### src/rtl/lcg_pkg.sv
// shared constants and types for the logic cell group
package lcg_pkg;
	localparam int LCG_SLICES = 4;
	localparam int LCG_LUTS = 8;
	localparam int LCG_LUT_BITS = 16;
	localparam int LCG_LUT_AW = 4;
	localparam int LCG_RAM_AW = 7;
	localparam int LCG_DP_AW = 6;
	localparam int LCG_DP_BASE = 4;
	localparam logic [15:0] LCG_LUT_RST = 16'h0000;
	localparam logic LCG_INIT_PEND_RST = 1'b1;
	localparam logic LCG_Q_RST = 1'b0;
	localparam logic LCG_CLK_PREV_RST = 1'b0;

	// set/reset configuration of one slice
	typedef enum logic [6:0] {
		LCG_SETRST_NONE = 7'h01,
		LCG_SYNC_SET = 7'h02,
		LCG_SYNC_RST = 7'h04,
		LCG_SYNC_BOTH = 7'h08,
		LCG_ASYNC_PRE = 7'h10,
		LCG_ASYNC_CLR = 7'h20,
		LCG_ASYNC_BOTH = 7'h40
	} lcg_setrst_t;

	// what the look-up tables of the group do
	typedef enum logic [2:0] {
		LCG_FN_LOGIC = 3'h1,
		LCG_FN_RAM = 3'h2,
		LCG_FN_SHIFT = 3'h4
	} lcg_func_t;

	// distributed ram organisation
	typedef enum logic [6:0] {
		LCG_SP16X8 = 7'h01,
		LCG_SP32X4 = 7'h02,
		LCG_SP64X2 = 7'h04,
		LCG_SP128X1 = 7'h08,
		LCG_DP16X4 = 7'h10,
		LCG_DP32X2 = 7'h20,
		LCG_DP64X1 = 7'h40
	} lcg_ramorg_t;
endpackage

### src/rtl/lcg_store.sv
// the two storage elements of one slice
`timescale 1ns/1ns
module lcg_store import lcg_pkg::*; (
	input wire logic i_mclk,
	input wire logic i_rst,
	input wire logic i_load,
	input wire logic i_clk_edge,
	input wire logic i_clk_level,
	input wire logic i_ce,
	input wire logic i_set_reset,
	input wire logic i_opposite_force,
	input wire logic i_latch,
	input wire lcg_setrst_t i_mode,
	input wire logic [1:0] i_force_one_attr,
	input wire logic [1:0] i_init_indep,
	input wire logic [1:0] i_power_up_one,
	input wire logic [1:0] i_d,
	output logic [1:0] o_q
);
	logic [1:0] q;
	logic [1:0] next_q;
	logic [1:0] set_req;
	logic [1:0] rst_req;
	logic [1:0] do_rst;
	logic [1:0] do_set;
	logic [1:0] pu_val;
	logic allow_set;
	logic allow_rst;
	logic is_async;
	logic ctrl_time;
	logic capture;

	assign allow_set = (i_mode == LCG_SYNC_SET) | (i_mode == LCG_SYNC_BOTH)
		| (i_mode == LCG_ASYNC_PRE) | (i_mode == LCG_ASYNC_BOTH);
	assign allow_rst = (i_mode == LCG_SYNC_RST) | (i_mode == LCG_SYNC_BOTH)
		| (i_mode == LCG_ASYNC_CLR) | (i_mode == LCG_ASYNC_BOTH);
	assign is_async = (i_mode == LCG_ASYNC_PRE) | (i_mode == LCG_ASYNC_CLR) | (i_mode == LCG_ASYNC_BOTH);
	// edge for a flip-flop, active level for a latch
	assign ctrl_time = i_latch ? i_clk_level : i_clk_edge;
	assign capture = ctrl_time & i_ce;

	assign set_req = ({2{i_set_reset}} & i_force_one_attr) | ({2{i_opposite_force}} & ~i_force_one_attr);
	assign rst_req = ({2{i_set_reset}} & ~i_force_one_attr) | ({2{i_opposite_force}} & i_force_one_attr);
	assign do_rst = {2{allow_rst}} & rst_req;
	assign do_set = {2{allow_set}} & set_req & ~do_rst;
	assign pu_val = (i_init_indep & i_power_up_one) | (~i_init_indep & i_force_one_attr);

	always_comb begin
		for (int e = 0; e < 2; e++) begin
			if (i_load) begin
				next_q[e] = pu_val[e];
			end else if ((do_rst[e] | do_set[e]) & (is_async | ctrl_time)) begin
				next_q[e] = do_set[e];
			end else if (capture) begin
				next_q[e] = i_d[e];
			end else begin
				next_q[e] = q[e];
			end
		end
	end

	always_ff @(posedge i_mclk or posedge i_rst) begin
		if (i_rst) begin
			q <= {2{LCG_Q_RST}};
		end else begin
			q <= next_q;
		end
	end

	// asynchronous forcing shows at once, without waiting for a clock
	assign o_q = is_async ? ((q & ~(do_rst | do_set)) | do_set) : q;
endmodule

### src/rtl/lcg_cell_group.sv
// one logic cell group: four slices of tables, storage, combiners, carry and bus logic
//
// Notes on behaviour
// - each storage element is configured as edge flip-flop or level latch
// - clock enable active high by default; unused enable acts as always asserted
// - set/reset input forces one or zero as the force attribute says
// - opposite-force input drives the complement; reset wins when both act
// - power-up value follows force choice unless configured independently
// - per slice set/reset: none, sync set/reset/both, async preset/clear/both
// - sync reset beats sync set; async clear beats async preset
// - clock, enable, set/reset shared per slice, each with own polarity
// - each table is a 16x1 ram, clocked write, combinational read
// - group ram: single-port 16x8..128x1, dual-port 16x4..64x1
// - ram write enable is slice set/reset, active high, slice clock shared
// - dual-port: write plus read port, and separate read-only address port
// - single-port shares one address; second table writes at port one address
// - tables act as rom, cascadable 16x1 to 256x1, loaded at configuration
// - each table shifts 16 bits on clock with enable, tap read by address
// - shift tables have no set or reset; flip-flop gives synchronous tap
// - last bit of one shift table feeds first of next, 128 per group
// - combiners give 4:1 per slice up to 32:1 over two groups
// - two upward carry chains, two bits per slice, also cascade wide logic
// - per slice xor for 2-bit adder and and gate for multiplier products
// - or chain joins previous row output with slice top carry mux output
// - two bus drivers with own input and enable, built as and-or logic
`timescale 1ns/1ns
module lcg_cell_group import lcg_pkg::*; (
	input wire logic i_mclk,
	input wire logic i_rst,
	input wire logic i_ginit,
	input wire lcg_func_t i_func,
	input wire lcg_ramorg_t i_ram_org,
	input wire logic [7:0][15:0] i_lut_init,
	input wire logic [7:0][3:0] i_lut_addr,
	input wire logic [3:0] i_slice_clk,
	input wire logic [3:0] i_slice_ce,
	input wire logic [3:0] i_ce_used,
	input wire logic [3:0] i_clk_inv,
	input wire logic [3:0] i_ce_inv,
	input wire logic [3:0] i_set_reset_inv,
	input wire logic [3:0] i_opposite_force_inv,
	input wire logic [3:0] i_set_reset_input,
	input wire logic [3:0] i_bypass_x_input,
	input wire logic [3:0] i_opposite_force_input,
	input wire logic [3:0] i_latch_mode,
	input wire lcg_setrst_t [3:0] i_setrst_mode,
	input wire logic [7:0] i_force_one_attr,
	input wire logic [7:0] i_init_indep,
	input wire logic [7:0] i_power_up_one,
	input wire logic [7:0] i_lut_x_to_d,
	input wire logic [7:0] i_xor_sel,
	input wire logic [7:0] i_di_sel,
	input wire logic [6:0] i_ram_addr,
	input wire logic [7:0] i_ram_din,
	input wire logic [5:0] i_dp_raddr,
	input wire logic i_shift_in,
	input wire logic [1:0] i_carry_in,
	input wire logic [1:0] i_sop_in,
	input wire logic i_f8_neighbor,
	input wire logic [1:0] i_bus_in,
	input wire logic [1:0] i_bus_oe,
	input wire logic [1:0] i_hline_in,
	output logic [7:0] o_x,
	output logic [7:0] o_q,
	output logic [3:0] o_five_input_combiner,
	output logic [3:0] o_wide_combiner,
	output logic o_f7,
	output logic [1:0] o_carry_out,
	output logic [1:0] o_sop_out,
	output logic o_shift_out,
	output logic [7:0] o_ram_dout,
	output logic [3:0] o_dp_dout,
	output logic [1:0] o_hline_out
);
	logic [15:0] lut_mem [LCG_LUTS];
	logic init_pend;
	logic cfg_load;
	logic [3:0] clk_prev;
	logic [3:0] clk_level;
	logic [3:0] clk_edge;
	logic [3:0] ce_eff;
	logic [3:0] setrst_eff;
	logic [3:0] opp_eff;
	logic [7:0] lut_out;
	logic [7:0] shift_feed;
	logic [7:0] ram_we;
	logic [7:0] ram_bit_in;
	logic [7:0] byp;
	logic [7:0] multiplier_and_gate;
	logic [7:0] carry_di;
	logic [7:0] carry_ci;
	logic [7:0] carry_select_mux;
	logic [7:0] sum;
	logic [7:0] d_in;
	logic [3:0] f5;
	logic f6_lo;
	logic f6_hi;
	logic f7;
	logic f8;
	logic [1:0] sum_of_products_or;
	logic [1:0] sop_mid;
	logic [1:0] bus_driver_logic;
	logic fn_ram;
	logic fn_shift;
	logic is_dp;
	logic [1:0] ram_k;
	logic [1:0] ram_wlog;
	logic [2:0] bank_mask;
	logic [2:0] bit_mask;
	logic [2:0] wr_bank;
	logic [2:0] dp_bank;

	////////////////////////////////////////////////////////////////
	// configuration load and slice control polarities

	assign cfg_load = init_pend | i_ginit;

	always_ff @(posedge i_mclk or posedge i_rst) begin
		if (i_rst) begin
			init_pend <= LCG_INIT_PEND_RST;
			clk_prev <= {4{LCG_CLK_PREV_RST}};
		end else begin
			init_pend <= 1'b0;
			clk_prev <= clk_level;
		end
	end

	assign clk_level = i_slice_clk ^ i_clk_inv;
	assign clk_edge = clk_level & ~clk_prev;
	assign ce_eff = ~i_ce_used | (i_slice_ce ^ i_ce_inv);
	assign setrst_eff = i_set_reset_input ^ i_set_reset_inv;
	assign opp_eff = i_opposite_force_input ^ i_opposite_force_inv;

	////////////////////////////////////////////////////////////////
	// ram organisation decode

	assign fn_ram = (i_func == LCG_FN_RAM);
	assign fn_shift = (i_func == LCG_FN_SHIFT);
	assign is_dp = (i_ram_org == LCG_DP16X4) | (i_ram_org == LCG_DP32X2) | (i_ram_org == LCG_DP64X1);
	assign ram_k = ((i_ram_org == LCG_SP32X4) | (i_ram_org == LCG_DP32X2)) ? 2'd1 :
		((i_ram_org == LCG_SP64X2) | (i_ram_org == LCG_DP64X1)) ? 2'd2 :
		(i_ram_org == LCG_SP128X1) ? 2'd3 : 2'd0;
	assign ram_wlog = is_dp ? 2'(2'd2 - ram_k) : 2'(2'd3 - ram_k);
	assign bank_mask = 3'(({1'b0, 3'b001} << ram_k) - 4'd1);
	assign bit_mask = 3'(({1'b0, 3'b001} << ram_wlog) - 4'd1);
	assign wr_bank = i_ram_addr[6:4] & bank_mask;
	assign dp_bank = {1'b0, i_dp_raddr[5:4]} & bank_mask;

	////////////////////////////////////////////////////////////////
	// look-up tables: logic, rom, ram or shift register

	genvar j;
	generate
		for (j = 0; j < LCG_LUTS; j++) begin : g_lut
			logic [2:0] loc;
			logic [2:0] lut_bank;
			logic [2:0] lut_bit;
			assign loc = is_dp ? {1'b0, 2'(j)} : 3'(j);
			assign lut_bank = loc >> ram_wlog;
			assign lut_bit = loc & bit_mask;
			// both halves of a dual-port ram write at the read/write port address
			assign ram_we[j] = fn_ram & clk_edge[j / 2] & setrst_eff[j / 2] & (lut_bank == wr_bank);
			assign ram_bit_in[j] = i_ram_din[lut_bit];
			assign shift_feed[j] = (j == 0) ? i_shift_in : lut_mem[(j == 0) ? 0 : j - 1][15];
			assign lut_out[j] = lut_mem[j][i_lut_addr[j]];

			always_ff @(posedge i_mclk or posedge i_rst) begin
				if (i_rst) begin
					lut_mem[j] <= LCG_LUT_RST;
				end else if (cfg_load) begin
					lut_mem[j] <= i_lut_init[j];
				end else if (ram_we[j]) begin
					lut_mem[j][i_ram_addr[3:0]] <= ram_bit_in[j];
				end else if (fn_shift & clk_edge[j / 2] & ce_eff[j / 2]) begin
					lut_mem[j] <= {lut_mem[j][14:0], shift_feed[j]};
				end
			end
		end
	endgenerate

	assign o_shift_out = lut_mem[LCG_LUTS - 1][15];

	////////////////////////////////////////////////////////////////
	// asynchronous ram read ports

	genvar b;
	generate
		for (b = 0; b < 8; b++) begin : g_rd
			logic [2:0] idx_a;
			assign idx_a = 3'((wr_bank << ram_wlog) | 3'(b));
			assign o_ram_dout[b] = (3'(b) <= bit_mask) ? lut_mem[idx_a][i_ram_addr[3:0]] : 1'b0;
		end
		for (b = 0; b < 4; b++) begin : g_dp
			logic [2:0] idx_b;
			assign idx_b = 3'((dp_bank << ram_wlog) | 3'(b));
			assign o_dp_dout[b] = (is_dp & (3'(b) <= bit_mask))
				? lut_mem[3'(LCG_DP_BASE) | idx_b][i_dp_raddr[3:0]] : 1'b0;
		end
	endgenerate

	////////////////////////////////////////////////////////////////
	// wide combiners

	genvar s;
	generate
		for (s = 0; s < LCG_SLICES; s++) begin : g_f5
			assign f5[s] = i_bypass_x_input[s] ? lut_out[2 * s + 1] : lut_out[2 * s];
		end
	endgenerate

	assign f6_lo = i_opposite_force_input[0] ? f5[1] : f5[0];
	assign f6_hi = i_opposite_force_input[2] ? f5[3] : f5[2];
	assign f7 = i_opposite_force_input[1] ? f6_hi : f6_lo;
	assign f8 = i_opposite_force_input[3] ? i_f8_neighbor : f7;
	assign o_five_input_combiner = f5;
	assign o_wide_combiner = {f8, f6_hi, f7, f6_lo};
	assign o_f7 = f7;

	////////////////////////////////////////////////////////////////
	// carry chains, adder and multiplier gates

	generate
		for (j = 0; j < LCG_LUTS; j++) begin : g_carry
			assign byp[j] = (j % 2 == 0) ? i_bypass_x_input[j / 2] : i_opposite_force_input[j / 2];
			assign multiplier_and_gate[j] = i_lut_addr[j][0] & i_lut_addr[j][1];
			assign carry_di[j] = i_di_sel[j] ? multiplier_and_gate[j] : byp[j];
			// two chains, slices 0-1 and 2-3, running upward
			assign carry_ci[j] = (j % 4 == 0) ? i_carry_in[j / 4] : carry_select_mux[(j % 4 == 0) ? 0 : j - 1];
			assign carry_select_mux[j] = lut_out[j] ? carry_ci[j] : carry_di[j];
			assign sum[j] = lut_out[j] ^ carry_ci[j];
			assign o_x[j] = i_xor_sel[j] ? sum[j] : lut_out[j];
			assign d_in[j] = i_lut_x_to_d[j] ? o_x[j] : byp[j];
		end
	endgenerate

	assign o_carry_out = {carry_select_mux[7], carry_select_mux[3]};

	////////////////////////////////////////////////////////////////
	// sum-of-products chain along each slice row

	generate
		for (s = 0; s < 2; s++) begin : g_sop
			assign sop_mid[s] = i_sop_in[s] | carry_select_mux[2 * s + 1];
			assign sum_of_products_or[s] = sop_mid[s] | carry_select_mux[2 * (s + 2) + 1];
		end
	endgenerate

	assign o_sop_out = sum_of_products_or;

	////////////////////////////////////////////////////////////////
	// internal bus drivers as and-or onto the horizontal lines

	assign bus_driver_logic = i_bus_in & i_bus_oe;
	assign o_hline_out = i_hline_in | bus_driver_logic;

	////////////////////////////////////////////////////////////////
	// storage elements, one pair per slice

	generate
		for (s = 0; s < LCG_SLICES; s++) begin : g_store
			lcg_store u_store (
				.i_mclk(i_mclk),
				.i_rst(i_rst),
				.i_load(cfg_load),
				.i_clk_edge(clk_edge[s]),
				.i_clk_level(clk_level[s]),
				.i_ce(ce_eff[s]),
				.i_set_reset(setrst_eff[s]),
				.i_opposite_force(opp_eff[s]),
				.i_latch(i_latch_mode[s]),
				.i_mode(i_setrst_mode[s]),
				.i_force_one_attr(i_force_one_attr[2 * s +: 2]),
				.i_init_indep(i_init_indep[2 * s +: 2]),
				.i_power_up_one(i_power_up_one[2 * s +: 2]),
				.i_d(d_in[2 * s +: 2]),
				.o_q(o_q[2 * s +: 2])
			);
		end
	endgenerate
endmodule

### config.mk
export PLATFORM = sky130hd
export DESIGN_NAME = lcg_cell_group
export DESIGN_NICKNAME = d
export VERILOG_FILES = /design/src/rtl/lcg_pkg.sv /design/src/rtl/lcg_store.sv /design/src/rtl/lcg_cell_group.sv
export SDC_FILE = /design/constraint.sdc
export NUM_CORES = 1
export LEC_CHECK = 0
export CAP_MARGIN = 20
export CORE_MARGIN = 1
export CORE_UTILIZATION = 38
export DETAILED_ROUTE_END_ITERATION = 12
export DONT_BUFFER_PORTS = 1
export GPL_TIMING_DRIVEN = 0
export PLACE_DENSITY = 0.54
export SLEW_MARGIN = 20
export SYNTH_ARGS = -nofsm -noshare
export SYNTH_HDL_FRONTEND = slang
export SYNTH_SLANG_ARGS = --single-unit
### constraint.sdc
create_clock -name i_mclk -period 7.7 [get_ports i_mclk]
set_clock_uncertainty 0.2 [all_clocks]
set_input_delay 1.54 -clock i_mclk [delete_from_list [all_inputs] [get_ports i_mclk]]
set_output_delay 1.54 -clock i_mclk [all_outputs]
set_load 0.01 [all_outputs]
==> flow_summary.toml <==
[global_route]
grt.met3_usage_pct = 15.4
globalRouteMet2Util_pct = 59.2
grt_util_met1_pct = 52.5
grt_max_degree = 73
grt_pass1_vias = 16998
grtUsageTotal_pct = 40.9
globalRouteOverflowTotal = 0
wire_length_of_the_first_global_routing_pass_um = 122000
antenna_violations_before_repair = 8
globalRoute.busiestLayer = "met2"

[logic_synthesis]
number_of_enable_type_register_cells_in_the_synthesized_netlist = 0
synthAdderAreaFrac_pct = 0.319
synth_top_family_by_area = "compound AO/OA/AOI/OAI gates"
yosys_register_bits = 141
synth.area.mux_share_pct = 18.6
synth_compound_area_share_pct = 32.9
synthCells = 2011
yosys.area_share.simple_pct = 16.9
yosysSeqAreaShare_pct = 22.5
area_share_of_xor_xnor_cells_in_the_synthesized_design_pct = 2.68
yosys.cell_types.count = 84
share_of_synthesized_registers_carrying_an_async_set_or_reset_pct = 100
synthDominantAreaCellType = "sky130_fd_sc_hd__dfrtp_1"
synthesis.nets = 2341
synth_top_cell_area_share_pct = 22.3
synth.yosys.warnings = 0
synthesis.area_um2 = 15700
synth_ff_type = "sky130_fd_sc_hd__dfrtp_1"
ys_top_cells_by_area = "sky130_fd_sc_hd__dfrtp_1, sky130_fd_sc_hd__mux4_2, sky130_fd_sc_hd__a21oi_1"
post_synth.cell_area_avg_um2 = 7.81
synth.most_common_cell = "sky130_fd_sc_hd__a21oi_1"
netlist_top_cells_count = "sky130_fd_sc_hd__a21oi_1, sky130_fd_sc_hd__nand2_1, sky130_fd_sc_hd__o21ai_0"

[placed_design]
place.gp.congestion = 1.06
io_buffers = 0
dp_hpwl_um = 67300
dpl_worst_slack_ns = -0.444

[route]
vias = 18213
remaining_drc_errors = 0
detailedRoute.firstPassIterationCount = 7
routed_wl_per_cell_um = 34.1
routed_wirelength_um = 88200
drt_iter0_markers = 2534
drtAntennaViolNets = 0
routed_via_density = 7.05

[critical_path]
cp_startpoint_kind = "primary input"
crit_path_top_delay_cell = "sky130_fd_sc_hd__a311oi_2"
timing.critical_path.arrival_ns = 5.77
rr_startpoint = "init_pend"
worstSetupEndpointType = "output pin"
startpoint = "i_ram_org[4]"
crit_path_max_incr_delay_ns = 0.57
path_class = "in -> out"
cp_cell_sequence = "buf_6 -> or4_4 -> nor3_4 -> a21o_1 -> ha_1 -> buf_2 -> nand2_1 -> mux2_2 -> o41ai_2 -> nand2_2 -> buf_2 -> nand2_1 -> o221ai_1 -> nor4_1 -> o211ai_1 -> a311oi_2"
buf_inv_stages_crit_path = 3
required_ns = 5.96
cp_max_fo = 10
critPathTopFamily = "simple AND/OR/NAND/NOR gates"

[run]
max-cap-violations = 0

[die]
floorplan.initialDensity_pct = 38.5
fp.dieW_um = 205
rows = 74
pin_count = 370
core-area_um2 = 40800
fp.dieH_um = 205
area_enclosed_by_the_die_boundary_um2 = 42100

[layout]
fillCellCount = 4237
layout_overhead_on_the_synthesized_area_pct = 9.08
drive_above_1_share_pct = 12.1
fin_nets = 2365
core_occupancy_in_the_finished_layout_pct = 42.0

[cts]
total_number_of_clock_tree_sinks = 141
path_clk_slew_ns = 0.07
cts_buf_count = 17
clk_root_buffer_cell = "sky130_fd_sc_hd__clkbuf_16"
insertion_delay_ns = 0.48
cts.path.max_buffers = 2
tritoncts = "built"
cts_htree_levels = 4

[pwr]
part_of_the_total_power_dissipated_in_sequential_elements_pct = 36.1
finalPower_w = 0.00293
vdd_drop_max_mv = 0.175
power.internal_w = 0.00179
switching_fraction_of_total_power_pct = 38.9
p_sw_w = 0.00114
power_frac_comb_pct = 31.6
power-per-cell-area_nw_per_um2 = 171
clockPowerShare_pct = 32.4
total_leakage_power_nw = 6.53

[timing]
timing_hold_violations_final = 0
worst_slew_pin_slew_ns = 1.28
max_clock_freq_mhz = 133
setup-violations-final = 0
period_minus_slack_ns = 7.51
timing_max_transition_violations_final = 0
fin_crit_sh_pct = 97.5
worst_slew_margin_rel_pct = 14.7
setup_repair_after_global_routing_missed_its_margin = "false"
final_critical_path_setup_slack_ns = 0.191

[worst_hold_path]
min_path_type = "reg -> reg"
worst_hold_startpoint = "g_store[2].u_store.q[1]"

[status]
outcome = "complete, no violations"
-- worst register-to-register path, stage by stage, from the launching register on --
cell	delay [ns]
sky130_fd_sc_hd__dfstp_2	0.53
sky130_fd_sc_hd__or2_2	0.10
sky130_fd_sc_hd__clkbuf_1	0.72
sky130_fd_sc_hd__clkbuf_1	0.85
sky130_fd_sc_hd__clkbuf_1	0.90
sky130_fd_sc_hd__clkbuf_1	0.82
sky130_fd_sc_hd__a21oi_1	0.18
sky130_fd_sc_hd__a21oi_1	0.17
-- flip-flops by register name, indices dropped and copies added (netlist names) --
signal,count
lut_mem,127
init_pend,1
o_shift_out,1
g_store.u_store.q,8
clk_prev,4
-- power by group through the flow --
stage / clock (W) / sequential (W) / combinational [W]
after floorplan: 0 / 0.000928 / 0.000659
after global routing: 0.000978 / 0.00105 / 0.000980
after global placement: 0 / 0.00105 / 0.000889
after CTS: 0.000953 / 0.00103 / 0.000906
after detailed placement: 0 / 0.00105 / 0.000900
final: 0.000948 / 0.00106 / 0.000924
-- through the flow --
step / TNS, ns / cells / hold slack (ns) / area, um^2
floorplan: 0 / 2011 / 0.280 / 15700
global placement: -27.49 / 2543 / 0.289 / 16400
detailed placement: -0.635 / 2546 / 0.298 / 16400
CTS: 0 / 2577 / 0.315 / 17100
global route: 0 / 2582 / 0.336 / 17100
finish: 0 / 2584 / 0.323 / 17100
-- metal layers --
metal  up-vias  part of all wire, %
li1       7648                    -
met1      8939                   38
met2      1369                   42
met3       257                   14
met4         0                  5.6
met5         -                    0
-- logic make-up after synthesis --
| logic type | Yosys count |
|---|---|
| AOI/OAI and AO/OA | 844 |
| DFF | 141 |
| buffers and inverters | 215 |
| muxes | 167 |
| xor gates and xnor gates | 48 |
| adders and majority gates | 4 |
| and+or+nand+nor | 591 |
| other | 1 |
-- path summary, 6_finish.rpt --
path                                            to  slack (ns)  cells past startpoint
max in group asynchronous                init_pend        5.72                      2
hold / removal             g_store[2].u_store.q[1]        0.32                      1
setup / recovery                     o_ram_dout[0]        0.19                     16
setup reg to reg                       lut_mem[95]        3.16                      7
hold reg to reg            g_store[2].u_store.q[1]        0.32                      1
min in group asynchronous             lut_mem[113]        0.74                      1
-- final cells by class --
| cell class | instances | area, um^2 | area share [%] |
|---|---|---|---|
| multi-input cells | 1655 | 11300 | 65.7 |
| flip-flops and latches | 141 | 3530 | 20.6 |
| plain buffers | 183 | 838 | 4.89 |
| well taps | 532 | 666 | 3.89 |
| clock buffers | 19 | 433 | 2.53 |
| clock inverters | 13 | 196 | 1.15 |
| inverters | 31 | 129 | 0.752 |
| repair buffers | 6 | 76.3 | 0.446 |
| diodes | 4 | 10.0 | 0.0584 |
-- cells in the final DEF (no fill, tap or decap), types with 9 or more instances in the layout --
| cell type | Yosys | routed |
|---|---|---|
| sky130_fd_sc_hd__nand4_1 | 13 | 13 |
| sky130_fd_sc_hd__buf_4 | 16 | 19 |
| sky130_fd_sc_hd__a21oi_1 | 347 | 347 |
| sky130_fd_sc_hd__mux2_2 | 20 | 20 |
| sky130_fd_sc_hd__nor4_1 | 15 | 14 |
| sky130_fd_sc_hd__nor2_1 | 136 | 135 |
| sky130_fd_sc_hd__o21ai_0 | 155 | 155 |
| sky130_fd_sc_hd__mux2i_1 | 48 | 48 |
| sky130_fd_sc_hd__inv_1 | 27 | 26 |
| sky130_fd_sc_hd__nand2_1 | 273 | 272 |
| sky130_fd_sc_hd__clkbuf_1 | 129 | 128 |
| sky130_fd_sc_hd__o22ai_1 | 10 | 10 |
| sky130_fd_sc_hd__nand2b_1 | 10 | 10 |
| sky130_fd_sc_hd__clkbuf_16 | 0 | 17 |
| sky130_fd_sc_hd__a31oi_1 | 53 | 52 |
| sky130_fd_sc_hd__nor2b_1 | 15 | 15 |
| sky130_fd_sc_hd__xor2_1 | 22 | 22 |
| sky130_fd_sc_hd__mux4_2 | 98 | 98 |
| sky130_fd_sc_hd__and2_1 | 9 | 9 |
| sky130_fd_sc_hd__xnor2_1 | 26 | 26 |
| sky130_fd_sc_hd__a22oi_1 | 68 | 68 |
| sky130_fd_sc_hd__buf_2 | 28 | 28 |
| sky130_fd_sc_hd__a21o_1 | 72 | 72 |
| sky130_fd_sc_hd__dfrtp_1 | 140 | 140 |
| sky130_fd_sc_hd__o211ai_1 | 25 | 25 |
| sky130_fd_sc_hd__nor3_1 | 18 | 18 |
| sky130_fd_sc_hd__and3_1 | 22 | 22 |
| sky130_fd_sc_hd__nand3_1 | 52 | 52 |
| sky130_fd_sc_hd__a211oi_1 | 21 | 21 |
-- repair_timing --
item / CTS / global route
pin swaps: 0 / 2
buffers inserted: 0 / 3
cloned: 0 / 0
gates resized for setup: 3 / 0
setup endpoints to repair: 3 / 2
hold buffers: 0 / 0
Note: power is estimated with default switching activity, not from simulation.
